==> src/rsd_pkg.sv <==
// Constants and types for the remote switch packet decoder
// Behaviour
// - Idle receiver starts only after the serial line goes low to high.
// - Capture whole packet, check framing and redundancy of every byte first.
// - A packet passing all checks drives its four bits onto the switch lines.
// - A failing packet is dropped, outputs untouched, search restarts.
// - Hold timer keeps outputs 131 ms; each valid packet restarts it.
// - Hold expiry forces all switch lines low and enters sleep.
// - Rate strap is sampled once as a static level after reset.
// - Encoder and decoder must run the same bit rate.
// - Switch line n follows encoder input line n.
// - Strap low selects 2400 bit/s, strap high 9600 bit/s.
package rsd_pkg;

  localparam int unsigned CLK_HZ = 250_000_000;
  localparam int unsigned BAUD_LO = 2400;
  localparam int unsigned BAUD_HI = 9600;
  localparam int unsigned HOLD_MS = 131;
  localparam int unsigned BIT_CYC_LO = CLK_HZ / BAUD_LO;
  localparam int unsigned BIT_CYC_HI = CLK_HZ / BAUD_HI;
  localparam int unsigned HOLD_CYC = (CLK_HZ / 1000) * HOLD_MS;
  localparam logic [4:0] HUNT_BITS = 5'h10;
  localparam logic [7:0] SYNC_BYTE = 8'ha5;
  localparam logic [1:0] PKT_LAST_BYTE = 2'h2;
  localparam logic [2:0] LAST_DATA_BIT = 3'h7;
  localparam logic [3:0] LINES_RST = 4'h0;
  localparam logic [31:0] CNT_ZERO = 32'h0;

  // Packet: sync, data nibble with its complement, xor check
  typedef struct packed {
    logic [7:0] sync;
    logic [7:0] data;
    logic [7:0] check;
  } rsd_pkt_t;

  typedef enum logic [2:0] {
    ST_SLEEP = 3'b000,
    ST_ARMED = 3'b001,
    ST_HUNT = 3'b010,
    ST_START = 3'b011,
    ST_DATA = 3'b100,
    ST_STOP = 3'b101,
    ST_CHECK = 3'b110
  } rsd_state_t;

  function automatic logic rsd_pkt_ok(input rsd_pkt_t p);
    rsd_pkt_ok = (p.sync == SYNC_BYTE) && (p.data[7:4] == ~p.data[3:0]) &&
                 (p.check == (p.sync ^ p.data));
  endfunction : rsd_pkt_ok

endpackage : rsd_pkg

==> src/rsd_decoder.sv <==
// Remote switch packet decoder top
`timescale 1ns/100ps
`default_nettype none
module rsd_decoder
  import rsd_pkg::*;
#(
  parameter int unsigned P_BIT_CYC_LO = BIT_CYC_LO,
  parameter int unsigned P_BIT_CYC_HI = BIT_CYC_HI,
  parameter int unsigned P_HOLD_CYC = HOLD_CYC
) (
  input wire logic I_SYS_CLK,
  input wire logic I_RST_N,
  input wire logic I_SERIAL_IN,
  input wire logic I_RATE_SEL,
  output logic [3:0] O_SWITCH_LINES,
  output logic O_SLEEP,
  output logic O_PKT_VALID
);

  rsd_state_t state_r;
  logic line_prev_r;
  logic strap_taken_r;
  logic rate_sel_r;
  logic [31:0] cnt_r;
  logic [31:0] bit_cyc;
  logic [31:0] half_cyc;
  logic [2:0] bit_idx_r;
  logic [1:0] byte_idx_r;
  logic [4:0] hunt_bits_r;
  logic [7:0] shreg_r;
  rsd_pkt_t pkt_r;
  logic pkt_good_nxt;
  logic [31:0] hold_r;
  logic tick;
  logic [31:0] bit_reload;
  logic [31:0] half_reload;
  logic rise_seen;
  logic fall_seen;
  logic hunt_done;
  logic wake_now;
  logic data_tick;
  logic stop_ok;
  logic timed_state;

  // Down-counter reload: a count of n spans exactly n cycles
  function automatic logic [31:0] cyc_reload(input logic [31:0] cycles);
    cyc_reload = cycles - 32'h1;
  endfunction : cyc_reload

  assign bit_cyc = rate_sel_r ? P_BIT_CYC_HI : P_BIT_CYC_LO;
  assign half_cyc = {1'b0, bit_cyc[31:1]};
  assign bit_reload = cyc_reload(bit_cyc);
  assign half_reload = cyc_reload(half_cyc);
  assign tick = (cnt_r == CNT_ZERO);
  assign rise_seen = I_SERIAL_IN && !line_prev_r;
  assign fall_seen = line_prev_r && !I_SERIAL_IN;
  assign hunt_done = (hunt_bits_r == HUNT_BITS);
  assign wake_now = (state_r == ST_ARMED) && rise_seen;
  assign data_tick = (state_r == ST_DATA) && tick;
  assign stop_ok = (state_r == ST_STOP) && tick && I_SERIAL_IN;
  assign timed_state = (state_r == ST_HUNT) || (state_r == ST_START) ||
                       (state_r == ST_DATA) || (state_r == ST_STOP);
  assign pkt_good_nxt = (state_r == ST_CHECK) && rsd_pkt_ok(pkt_r);

  // Strap caught once after release; rate stays fixed afterwards
  always_ff @(posedge I_SYS_CLK) begin
    if (!I_RST_N) begin
      strap_taken_r <= 1'b0;
      rate_sel_r <= 1'b0;
    end else if (!strap_taken_r) begin
      strap_taken_r <= 1'b1;
      rate_sel_r <= I_RATE_SEL;
    end
  end

  always_ff @(posedge I_SYS_CLK) begin
    if (!I_RST_N) begin
      line_prev_r <= 1'b0;
    end else begin
      line_prev_r <= I_SERIAL_IN;
    end
  end

  // Receive sequencer
  always_ff @(posedge I_SYS_CLK) begin
    if (!I_RST_N) begin
      state_r <= ST_SLEEP;
    end else begin
      unique case (state_r)
        ST_SLEEP: begin
          // Strap must settle before any reception
          if (strap_taken_r && !I_SERIAL_IN) begin
            state_r <= ST_ARMED;
          end
        end
        ST_ARMED: begin
          if (rise_seen) begin
            state_r <= ST_HUNT;
          end
        end
        ST_HUNT: begin
          if (fall_seen) begin
            state_r <= ST_START;
          end else if (tick && hunt_done) begin
            // Bounded wait so a dead line falls back to sleep
            state_r <= ST_SLEEP;
          end
        end
        ST_START: begin
          if (tick) begin
            // High at mid start bit is noise, not a byte
            state_r <= I_SERIAL_IN ? ST_SLEEP : ST_DATA;
          end
        end
        ST_DATA: begin
          if (tick && (bit_idx_r == LAST_DATA_BIT)) begin
            state_r <= ST_STOP;
          end
        end
        ST_STOP: begin
          if (tick) begin
            if (!I_SERIAL_IN) begin
              state_r <= ST_SLEEP;
            end else if (byte_idx_r == PKT_LAST_BYTE) begin
              state_r <= ST_CHECK;
            end else begin
              state_r <= ST_HUNT;
            end
          end
        end
        ST_CHECK: begin
          // Good or bad, look for the next packet start
          state_r <= ST_SLEEP;
        end
        default: begin
          state_r <= ST_SLEEP;
        end
      endcase
    end
  end

  // Bit timer; reloading one short keeps sample points from drifting
  always_ff @(posedge I_SYS_CLK) begin
    if (!I_RST_N) begin
      cnt_r <= CNT_ZERO;
    end else if (wake_now) begin
      cnt_r <= bit_reload;
    end else if ((state_r == ST_HUNT) && fall_seen) begin
      cnt_r <= half_reload;
    end else if (tick && timed_state) begin
      cnt_r <= bit_reload;
    end else if (!tick) begin
      cnt_r <= cnt_r - 32'h1;
    end
  end

  always_ff @(posedge I_SYS_CLK) begin
    if (!I_RST_N) begin
      bit_idx_r <= 3'h0;
    end else if ((state_r == ST_START) && tick) begin
      bit_idx_r <= 3'h0;
    end else if (data_tick) begin
      bit_idx_r <= bit_idx_r + 3'h1;
    end
  end

  always_ff @(posedge I_SYS_CLK) begin
    if (!I_RST_N) begin
      byte_idx_r <= 2'h0;
    end else if (wake_now) begin
      byte_idx_r <= 2'h0;
    end else if (stop_ok) begin
      byte_idx_r <= byte_idx_r + 2'h1;
    end
  end

  // Gap counter between bytes, in bit times
  always_ff @(posedge I_SYS_CLK) begin
    if (!I_RST_N) begin
      hunt_bits_r <= 5'h0;
    end else if (wake_now || stop_ok) begin
      hunt_bits_r <= 5'h0;
    end else if ((state_r == ST_HUNT) && tick && !fall_seen && !hunt_done) begin
      hunt_bits_r <= hunt_bits_r + 5'h1;
    end
  end

  always_ff @(posedge I_SYS_CLK) begin
    if (!I_RST_N) begin
      shreg_r <= 8'h00;
    end else if (data_tick) begin
      shreg_r <= {I_SERIAL_IN, shreg_r[7:1]};
    end
  end

  always_ff @(posedge I_SYS_CLK) begin
    if (!I_RST_N) begin
      pkt_r <= '0;
    end else if (stop_ok) begin
      pkt_r <= {pkt_r[15:0], shreg_r};
    end
  end

  always_ff @(posedge I_SYS_CLK) begin
    if (!I_RST_N) begin
      O_PKT_VALID <= 1'b0;
    end else begin
      O_PKT_VALID <= pkt_good_nxt;
    end
  end

  // Output lines, hold timer and sleep flag
  always_ff @(posedge I_SYS_CLK) begin
    if (!I_RST_N) begin
      O_SWITCH_LINES <= LINES_RST;
      O_SLEEP <= 1'b1;
      hold_r <= CNT_ZERO;
    end else if (pkt_good_nxt) begin
      O_SWITCH_LINES <= pkt_r.data[3:0];
      O_SLEEP <= 1'b0;
      hold_r <= P_HOLD_CYC;
    end else if (hold_r != CNT_ZERO) begin
      hold_r <= hold_r - 32'h1;
      if (hold_r == 32'h1) begin
        // Lag is deliberate: lost packets must not chatter relays
        O_SWITCH_LINES <= LINES_RST;
        O_SLEEP <= 1'b1;
      end
    end
  end

endmodule : rsd_decoder
`default_nettype wire

==> config.mk <==
export PLATFORM = sky130hd
export DESIGN_NAME = rsd_decoder
export DESIGN_NICKNAME = d
export VERILOG_FILES = /design/src/rsd_pkg.sv /design/src/rsd_decoder.sv
export SDC_FILE = /design/constraint.sdc
export NUM_CORES = 1
export LEC_CHECK = 0
export ABC_AREA = 1
export ABC_CLOCK_PERIOD_IN_PS = 1780
export BUFFER_PORTS_ARGS = -buffer_cell sky130_fd_sc_hd__buf_4
export CAP_MARGIN = 10
export CORE_MARGIN = 2
export CORE_UTILIZATION = 59
export CTS_BUF_LIST = sky130_fd_sc_hd__clkbuf_2 sky130_fd_sc_hd__clkbuf_4 sky130_fd_sc_hd__clkbuf_8
export DETAILED_ROUTE_END_ITERATION = 12
export PLACE_DENSITY = 0.79
export REMOVE_ABC_BUFFERS = 1
export SETUP_SLACK_MARGIN = 0.5
export SYNTH_ARGS = -nofsm -noshare
export SYNTH_HDL_FRONTEND = slang
export SYNTH_SLANG_ARGS = --single-unit
export TNS_END_PERCENT = 20
==> constraint.sdc <==
create_clock -name I_SYS_CLK -period 1.78 [get_ports I_SYS_CLK]
set_input_delay 0.178 -clock I_SYS_CLK [delete_from_list [all_inputs] [get_ports I_SYS_CLK]]
set_output_delay 0.178 -clock I_SYS_CLK [all_outputs]
set_load 0.01 [all_outputs]
# --- Word-level counts from Yosys, hierarchy flattened ---
# Index checks and enable logic that the tools add are counted.
op_classes:
  n_eq_ne: 20
  n_reduce_logical: 37
  bitwise_logic: 3
  add_sub_neg: 7
  n_mux: 25
ops:
  columns: ["op", "n"]
  rows:
  - ["two-way mux 32 bit", 4]
  - ["subtractor 32 x 1 -> 32 bit, second input constant", 2]
  - ["two-way mux 25 bit", 2]
  - ["equality test 32 x 1 -> 1 bit, second input constant", 1]
  - ["zero test 32 bit", 1]
  - ["nonzero test 32 bit", 1]
  - ["two-way mux 3 bit", 10]
  - ["logical AND 1 bit", 18]
  - ["one-hot mux 3 bit (6 select lines)", 1]
  - ["subtractor 17 x 1 -> 18 bit, second input constant", 1]
  - ["two-way mux 17 bit", 1]
  - ["subtractor 16 x 1 -> 17 bit, second input constant", 1]
  - ["equality test 3 bit, second input constant", 4]
  - ["two-way mux 4 bit", 3]
  - ["equality test 8 bit", 1]
  - ["equality test 8 bit, second input constant", 1]
  - ["inequality test 2 bit, second input constant", 4]
  - ["OR reduction 2 bit", 4]
  - ["bitwise XOR 8 bit", 1]
  - ["equality test 3 x 2 -> 1 bit, second input constant", 2]
  - ["AND reduction 6 bit", 1]
  - ["adder 5 x 1 -> 5 bit, second input constant", 1]
  - ["equality test 5 bit, second input constant", 1]
  - ["equality test 4 bit", 1]
  - ["15 further kinds", 25]
totals:
  reg_bits: 118
  elab_cells: 109
  in_bits: 4
  out_inout_bits: 6

# --- Logic depth before layout (Yosys ltp) ---
# Gate-level depths: netlist (run 1).
depth:
  ltp_word: 8
  ltp_mapped: 13
  ltp_nobuf: 13

# --- Worst setup path after synthesis (run 1) ---
# OpenSTA, ideal clock, no wires.
synth_timing:
  kind: "reg2reg"
  from: "register cnt_r[0]"
  to: "register pkt_r[18] (netlist bit)"
  path_slack_ns: 0.012
  t_arrival_ns: 1.649
  required_ns: 1.661
  path_buffers: 1
  path_stages_with_launch: 13
  cell_sequence: "dfxtp_1 > inv_1 > ha_1 > nand2_2 > nor2_4 > inv_2 > nor2_8 > nand2_4 > nor2_4 > inv_2 > buf_2 > o21ai_1 > a21oi_1"
synth_between:
  elab_chain_len: 3
synth_lines:
  columns: ["item", "line_no", "source"]
  rows:
  - ["start: declaration", "rsd_decoder.sv:24", "logic [31:0] cnt_r;"]
  - ["start signal: assignment", "rsd_decoder.sv:147", "cnt_r <= bit_reload;"]
  - ["start signal: assignment", "rsd_decoder.sv:149", "cnt_r <= half_reload;"]
  - ["start signal: assignment", "rsd_decoder.sv:151", "cnt_r <= bit_reload;"]
  - ["zero test 32 bit", "rsd_decoder.sv:54", "assign tick = (cnt_r == CNT_ZERO);"]
  - ["logical AND 1 bit (2 in a row)", "rsd_decoder.sv:60", "assign stop_ok = (state_r == ST_STOP) && tick && I_SERIAL_IN;"]
  - ["end signal: assignment", "rsd_decoder.sv:200", "pkt_r <= {pkt_r[15:0], shreg_r};"]
  - ["end: declaration", "rsd_decoder.sv:31", "rsd_pkt_t pkt_r;"]
# No other way between the ends.
# A chain may end at the register's enable or synchronous reset.

# --- Worst setup path in the final report (run 1) ---
layout_timing:
  from: "register cnt_r[0]"
  to: "register pkt_r[16] (netlist bit)"
# Same word-level chain as after synthesis.

==> run summary, run 1 <==
most common cell after layout, fill and taps aside - nand2_1
Worst-Margin Slew - 0.487 ns
Final TNS setup - -4.21 ns
largest family of logic cells by synthesized area - simple AND/OR/NAND/NOR gates
Worst setup EP type - flip-flop
post-synthesis register bit count - 118
Vias - 7335
RSZ-0062 raised after global routing - yes
synth warn - 0
IO Port Bufs - 9
Synth Area in Adders - 0.0174
Placer Congestion - 0.959
CTS Sinks - 118
Gate power share - 0.647
critical path required time - 2.17 ns
distinct cell type count after synthesis - 39
Final #Nets - 1113
total power draw - 18.2 mW
final design utilization - 0.806
Clk pwr share - 0.131
iteration-0 DRC count of the detailed router - 851
die width - 109 um
Post-DP HPWL - 11200 um
clk_lat worst skew - 0.47 ns
CTS Buf Count - 17
starting density of the core - 0.602
drt wl/cell - 16.7 um
share of power burned in registers - 0.222
sequential share of the synthesized area - 0.365
Tmin final - 1.92 ns
Placed Area - 0.00710 sq mm
fraction of synthesized cell area in xor and xnor cells - 0.0596
P_int - 9.40 mW
Total GRT Usage - 0.312
Pwr Density - 2100 mW/mm^2
share of cells above drive strength 1 - 0.317
Final Skew - 0.0162 ns
Post-Syn Area - 0.00646 sq mm
Final Hold Fails - 0
drt drc - 0
H-tree Lvls - 4
fmax - 0.521 GHz
CTS Root Cell - clkbuf_8
Worst Hold Margin - 0.0395 ns
Finished Layout Cells - 1253
vias in the first global route - 6448
pre-CTS setup slack - -0.0812 ns
Die ar. - 0.0118 sq mm
routed wire length - 20900 um
Tcrit/Tclk final - 1.08
Worst Path Arrival - 2.32 ns
Synth Instances - 968
critical path fanouts, max - 6
largest net degree at the start of global routing - 27
initial antenna violation count - 0
CTS tree - built
failing checks - negative setup slack
Placed Cells - 1161
flop-to-flop setup slack - -0.14 ns
router iterations before antenna repair - 6
MaxCap Viol Count - 0
Mapped Avg Cell Area - 6.68 sq um
number of diodes - 0
P_leak - 4.00 nW
most frequent cells in the layout - nand2_1, nor2_1, buf_4
type of the worst min-delay path - in2reg
CP Launch Type - flip-flop
mux contribution to synthesized area - 0
Detail Route Antenna Nets - 0
core footprint - 0.0107 sq mm
Clock transition at path regs - 0.08 ns
net load switching power - 8.81 mW
Crit Path Class - reg2reg
first-pass GRT wire length - 29300 um
simple-gate share of the synthesized area - 0.393
Final Max Slew Viols - 0
compound-cell area share of the yosys netlist - 0.0968
grt total ovfl - 0
post-route cell area - 0.00866 sq mm
max_slew headroom - 0.672
Max VDD drop - 1520 uV
Final Setup Violations - 76
Vias per Instance - 5.85
status - finished, violations left
Site Rows - 38
I/O Pins - 10
Final Worst Setup Slack - -0.141 ns
switching part of the total power - 0.484
Bufs on Longest Clock Path - 2
Layout area overhead - 33.9%
Die Height - 109 um
## worst paths after layout
path                                        startpoint                endpoint  cells after the start
worst max register to register   cnt_r[0]$_SDFFE_PN0P_  pkt_r[16]$_SDFFE_PN0P_                     13
worst min register to register  cnt_r[31]$_SDFFE_PN0P_  cnt_r[31]$_SDFFE_PN0P_                      2
worst max-delay path             cnt_r[0]$_SDFFE_PN0P_  pkt_r[16]$_SDFFE_PN0P_                     13
worst min-delay path                           I_RST_N   strap_taken_r$_DFF_P_                      1
## per-layer routing
metal  vias up  global-route usage  part of all wire
met3       117              0.0699             0.094
met2       484               0.521              0.48
li1       3383                   -                 -
met1      3351               0.394              0.39
met5         -                   0                 0
met4         0               0.117             0.043
## cell families after synthesis
group	Yosys count
buf+inv	107
flops	118
simple gates	567
compound gates	123
xor+xnor	44
fa+ha+maj	9
## Yosys cell counts, drive strengths merged
master | number | area share
or2 | 10 | 0.0097
nand2 | 224 | 0.13
and3 | 1 | 0.00097
a21oi | 76 | 0.059
nor3 | 30 | 0.025
dfxtp | 118 | 0.37
inv | 82 | 0.048
nor2 | 204 | 0.14
nand4 | 18 | 0.020
xor2 | 30 | 0.041
nand3b | 10 | 0.012
clkinv | 1 | 0.00058
o21ai | 43 | 0.033
nor4 | 1 | 0.00097
nor3b | 2 | 0.0023
a21boi | 1 | 0.0012
nand2b | 1 | 0.00097
a31o | 1 | 0.0014
clkbuf | 9 | 0.0052
and2 | 2 | 0.0019
a31oi | 1 | 0.00097
xnor2 | 14 | 0.019
ha | 9 | 0.017
a21o | 1 | 0.0012
buf | 15 | 0.014
nand3 | 64 | 0.051
## power by group through the flow
stage / logic, mW / registers [mW] / clock network (mW)
2_1_floorplan: 5.94 / 3.82 / 0
3_3_place_gp: 8.31 / 3.87 / 0
3_5_place_dp: 8.42 / 3.87 / 0
4_1_cts: 9.75 / 3.90 / 2.37
5_1_grt: 12.6 / 4.10 / 2.48
6_report: 11.8 / 4.04 / 2.39
## critical path: stages, from the launching register on
cell	delay, ns
dfxtp_2	0.33
inv_2	0.07
ha_4	0.15
nand2_4	0.06
nor2_4	0.16
inv_2	0.08
nor2_8	0.16
nand2_8	0.08
nor2_4	0.21
buf_4	0.16
buf_12	0.11
buf_16	0.11
o21ai_1	0.05
a21oi_1	0.10
## cell type report
| cell class | count | area, sq um |
|---|---|---|
| multi-input combinational | 744 | 4160 |
| sequential | 118 | 2410 |
| fill | 665 | 2090 |
| timing repair buffer | 132 | 1170 |
| inverter | 83 | 333 |
| clock buffer | 19 | 255 |
| tap | 140 | 175 |
| clock inverter | 13 | 124 |
| timing repair inverter | 4 | 37.5 |
## flip-flops by register name (all words and copies together) (netlist names)
signal and count:
O_PKT_VALID 1, byte_idx_r 2, hunt_bits_r 5, state_r 3, O_SWITCH_LINES 4, cnt_r 32
shreg_r 8, pkt_r 24, rate_sel_r 1, hold_r 32, strap_taken_r 1, O_SLEEP 1
line_prev_r 1, bit_idx_r 3
## repair_timing
action,in CTS,in global routing
hold endpoints to repair,1,0
buffers inserted,30,20
pin swaps,24,41
cloned,8,1
endpoints found under the setup margin,115,115
gates resized for setup,92,117
hold buffers,1,0
No activity file was read; power rests on OpenSTA's default activity.
==> inputs of run 2 (changes only) <==
--- a/config.mk
+++ b/config.mk
@@ -15,7 +15,6 @@
 export DETAILED_ROUTE_END_ITERATION = 12
 export PLACE_DENSITY = 0.79
 export REMOVE_ABC_BUFFERS = 1
-export SETUP_SLACK_MARGIN = 0.5
 export SYNTH_ARGS = -nofsm -noshare
 export SYNTH_HDL_FRONTEND = slang
 export SYNTH_SLANG_ARGS = --single-unit
==> run 2 against run 1 <==
Cell count shrank 3.3%. Flip-flop and latch count is the same. Routed wire length shrank 20%. The run still ends with negative setup slack left. Fmax grew 7.0%. Largest cell class unchanged. Sequential share of layout area grew 1.9 points.
==> run summary, run 2 (synthesis gave the netlist of run 1 again) <==
Layout area overhead - 23.3%
starting density of the core - 0.602 (unchanged)
critical path required time - 2.13 ns (-0.04 ns)
Final Skew - 0.0100 ns (-0.00614 ns)
drt wl/cell - 13.8 um (-17%)
IO Port Bufs - 9 (unchanged)
Clk pwr share - 0.147 (+0.016)
Total GRT Usage - 0.284 (-0.0276)
Tcrit/Tclk final - 1.01 (-0.0702)
RSZ-0062 raised after global routing - yes
Gate power share - 0.609 (-0.038)
Tmin final - 1.80 ns (-0.125 ns)
core footprint - 0.0107 sq mm (unchanged)
share of cells above drive strength 1 - 0.226 (-0.0914)
Die ar. - 0.0118 sq mm (unchanged)
Bufs and invs on worst path - 2 (-3)
type of the worst min-delay path - in2reg
die width - 109 um (unchanged)
P_leak - 3.75 nW (-6.3%)
net load switching power - 7.58 mW (-14%)
MaxCap Viol Count - 0 (unchanged)
Largest regs - cnt_r x32, hold_r x32, pkt_r x24
critical path fanouts, max - 4 (-2)
worst r2r src - cnt_r[22]$_SDFFE_PN0P_
failing checks - negative setup slack
I/O Pins - 10 (unchanged)
drt drc - 0 (unchanged)
vias in the first global route - 5984 (-7.2%)
most common cell after layout, fill and taps aside - nand2_1
Worst-Margin Slew - 0.417 ns (-0.0697 ns)
clk_lat worst skew - 0.45 ns (-0.02 ns)
CTS tree - built
most frequent cells in the layout - nand2_1, nor2_1, dfxtp_1
Final Hold Fails - 0 (unchanged)
CTS Sinks - 118 (unchanged)
Worst setup EP type - flip-flop
beginning of the critical path - cnt_r[22]$_SDFFE_PN0P_
CTS Root Cell - clkbuf_8
Final TNS setup - -0.0721 ns (+4.14 ns)
pre-CTS setup slack - -0.0812 ns (unchanged)
Crit Path Class - reg2reg
Vias - 6550 (-11%)
number of diodes - 0 (unchanged)
router iterations before antenna repair - 7 (+1)
CP Launch Type - flip-flop
status - finished, violations left
Final Setup Violations - 7 (-91%)
grt total ovfl - 0 (unchanged)
H-tree Lvls - 4 (unchanged)
Post-DP HPWL - 11200 um (unchanged)
critical path's slowest cell - dfxtp_1
routed wire length - 16700 um (-20%)
switching part of the total power - 0.474 (-0.00982)
share of power burned in registers - 0.244 (+0.022)
Bufs on Longest Clock Path - 2 (unchanged)
HP Start - I_RATE_SEL
Placer Congestion - 0.959 (unchanged)
largest net degree at the start of global routing - 27 (unchanged)
CP peak stage delay - 0.31 ns (-0.02 ns)
Final Worst Setup Slack - -0.0162 ns (+0.125 ns)
CTS Buf Count - 17 (unchanged)
Max VDD drop - 1370 uV (-10%)
P_int - 8.41 mW (-11%)
final design utilization - 0.742 (-0.0637)
CP cell instances - nor2_1 > nand2_1 > nor2_2 > nand2_2 > nor2_8 > buf_4 > nand3_2 > nand3_2 > clkinvlp_4 > nand2_1 > nor2_1
Worst Path Arrival - 2.14 ns (-0.18 ns)
Detail Route Antenna Nets - 0 (unchanged)
Final Max Slew Viols - 0 (unchanged)
first-pass GRT wire length - 26700 um (-9.1%)
Final #Nets - 1072 (-3.7%)
Die Height - 109 um (unchanged)
max_slew headroom - 0.721 (+0.0484)
Site Rows - 38 (unchanged)
Clock transition at path regs - 0.08 ns (about the same)
initial antenna violation count - 0 (unchanged)
Vias per Instance - 5.40 (-7.7%)
Pwr Density - 2010 mW/mm^2 (-4.7%)
delay-heaviest family, CP - simple AND/OR/NAND/NOR gates
iteration-0 DRC count of the detailed router - 427 (-50%)
fmax - 0.557 GHz (+7.0%)
run 2: cell count changes in the layout (fill, tap and decap cells not counted), moves of 8 or more:
cell,before,now
nor2_1,150,167
nor2_2,30,22
nand2_1,194,206
dfxtp_1,84,111
nor2_4,22,13
buf_4,109,85
buf_6,10,2
dfxtp_2,32,7
run 2: worst paths after layout:
path / end / depth (start not counted) / slack (ns)
hold reg to reg: cnt_r[31]$_SDFFE_PN0P_ / 2 / 0.47
setup / recovery: cnt_r[21]$_SDFFE_PN0P_ / 11 / -0.02
hold / removal: rate_sel_r$_SDFFE_PN0N_ / 3 / 0.03
setup reg to reg: cnt_r[21]$_SDFFE_PN0P_ / 11 / -0.02
run 2: timing repair:
item | 4_1_cts | 5_1_grt
pin swaps | 4 | 18
buffers inserted | 6 | 8
endpoints found under the hold margin | 1 | 0
hold buffers | 1 | 0
cloned | 2 | 2
resized for setup | 23 | 68
setup endpoints to repair | 53 | 98
run 2: worst register-to-register path: stages (launching register included):
cell and delay, ns:
dfxtp_1 0.31, nor2_1 0.15, nand2_1 0.13, nor2_2 0.15, nand2_2 0.11, nor2_8 0.16
buf_4 0.15, nand3_2 0.09, nand3_2 0.17, clkinvlp_4 0.16, nand2_1 0.08, nor2_1 0.04
run 2: power by group through the flow:
stage          Sequential, mW  Clock [mW]  Combinational (mW)
4_1_cts                  3.83        2.37                8.80
5_1_grt                  3.98        2.47                10.7
3_5_place_dp             3.87           0                8.42
3_3_place_gp             3.87           0                8.31
2_1_floorplan            3.82           0                5.94
6_report                 3.90        2.35                9.74
run 2: per-layer routing:
| layer | part of all wire | GRT usage |
|---|---|---|
| met1 | 0.44 | 0.360 |
| met2 | 0.48 | 0.473 |
| met3 | 0.061 | 0.0687 |
| met4 | 0.020 | 0.0998 |
| met5 | 0 | 0 |
run 2: cell type report:
cell class,count,area [sq um]
multi-input combinational,743,3920
fill,833,2770
sequential,118,2370
timing repair buffer,94,793
inverter,83,323
clock buffer,19,255
tap,140,175
clock inverter,13,124
timing repair inverter,2,15.0
run 2: through the flow:
step / power (mW) / cells / hold slack [ns] / instance area, sq um
4_1_cts: 15.0 / 1202 / 0.0182 / 7660
5_1_grt: 17.2 / 1212 / 0.0333 / 7970
2_1_floorplan: 9.76 / 944 / 0.206 / 6340
3_3_place_gp: 12.2 / 1161 / 0.381 / 7100
6_report: 16.0 / 1212 / 0.0324 / 7970
3_5_place_dp: 12.3 / 1161 / 0.393 / 7100
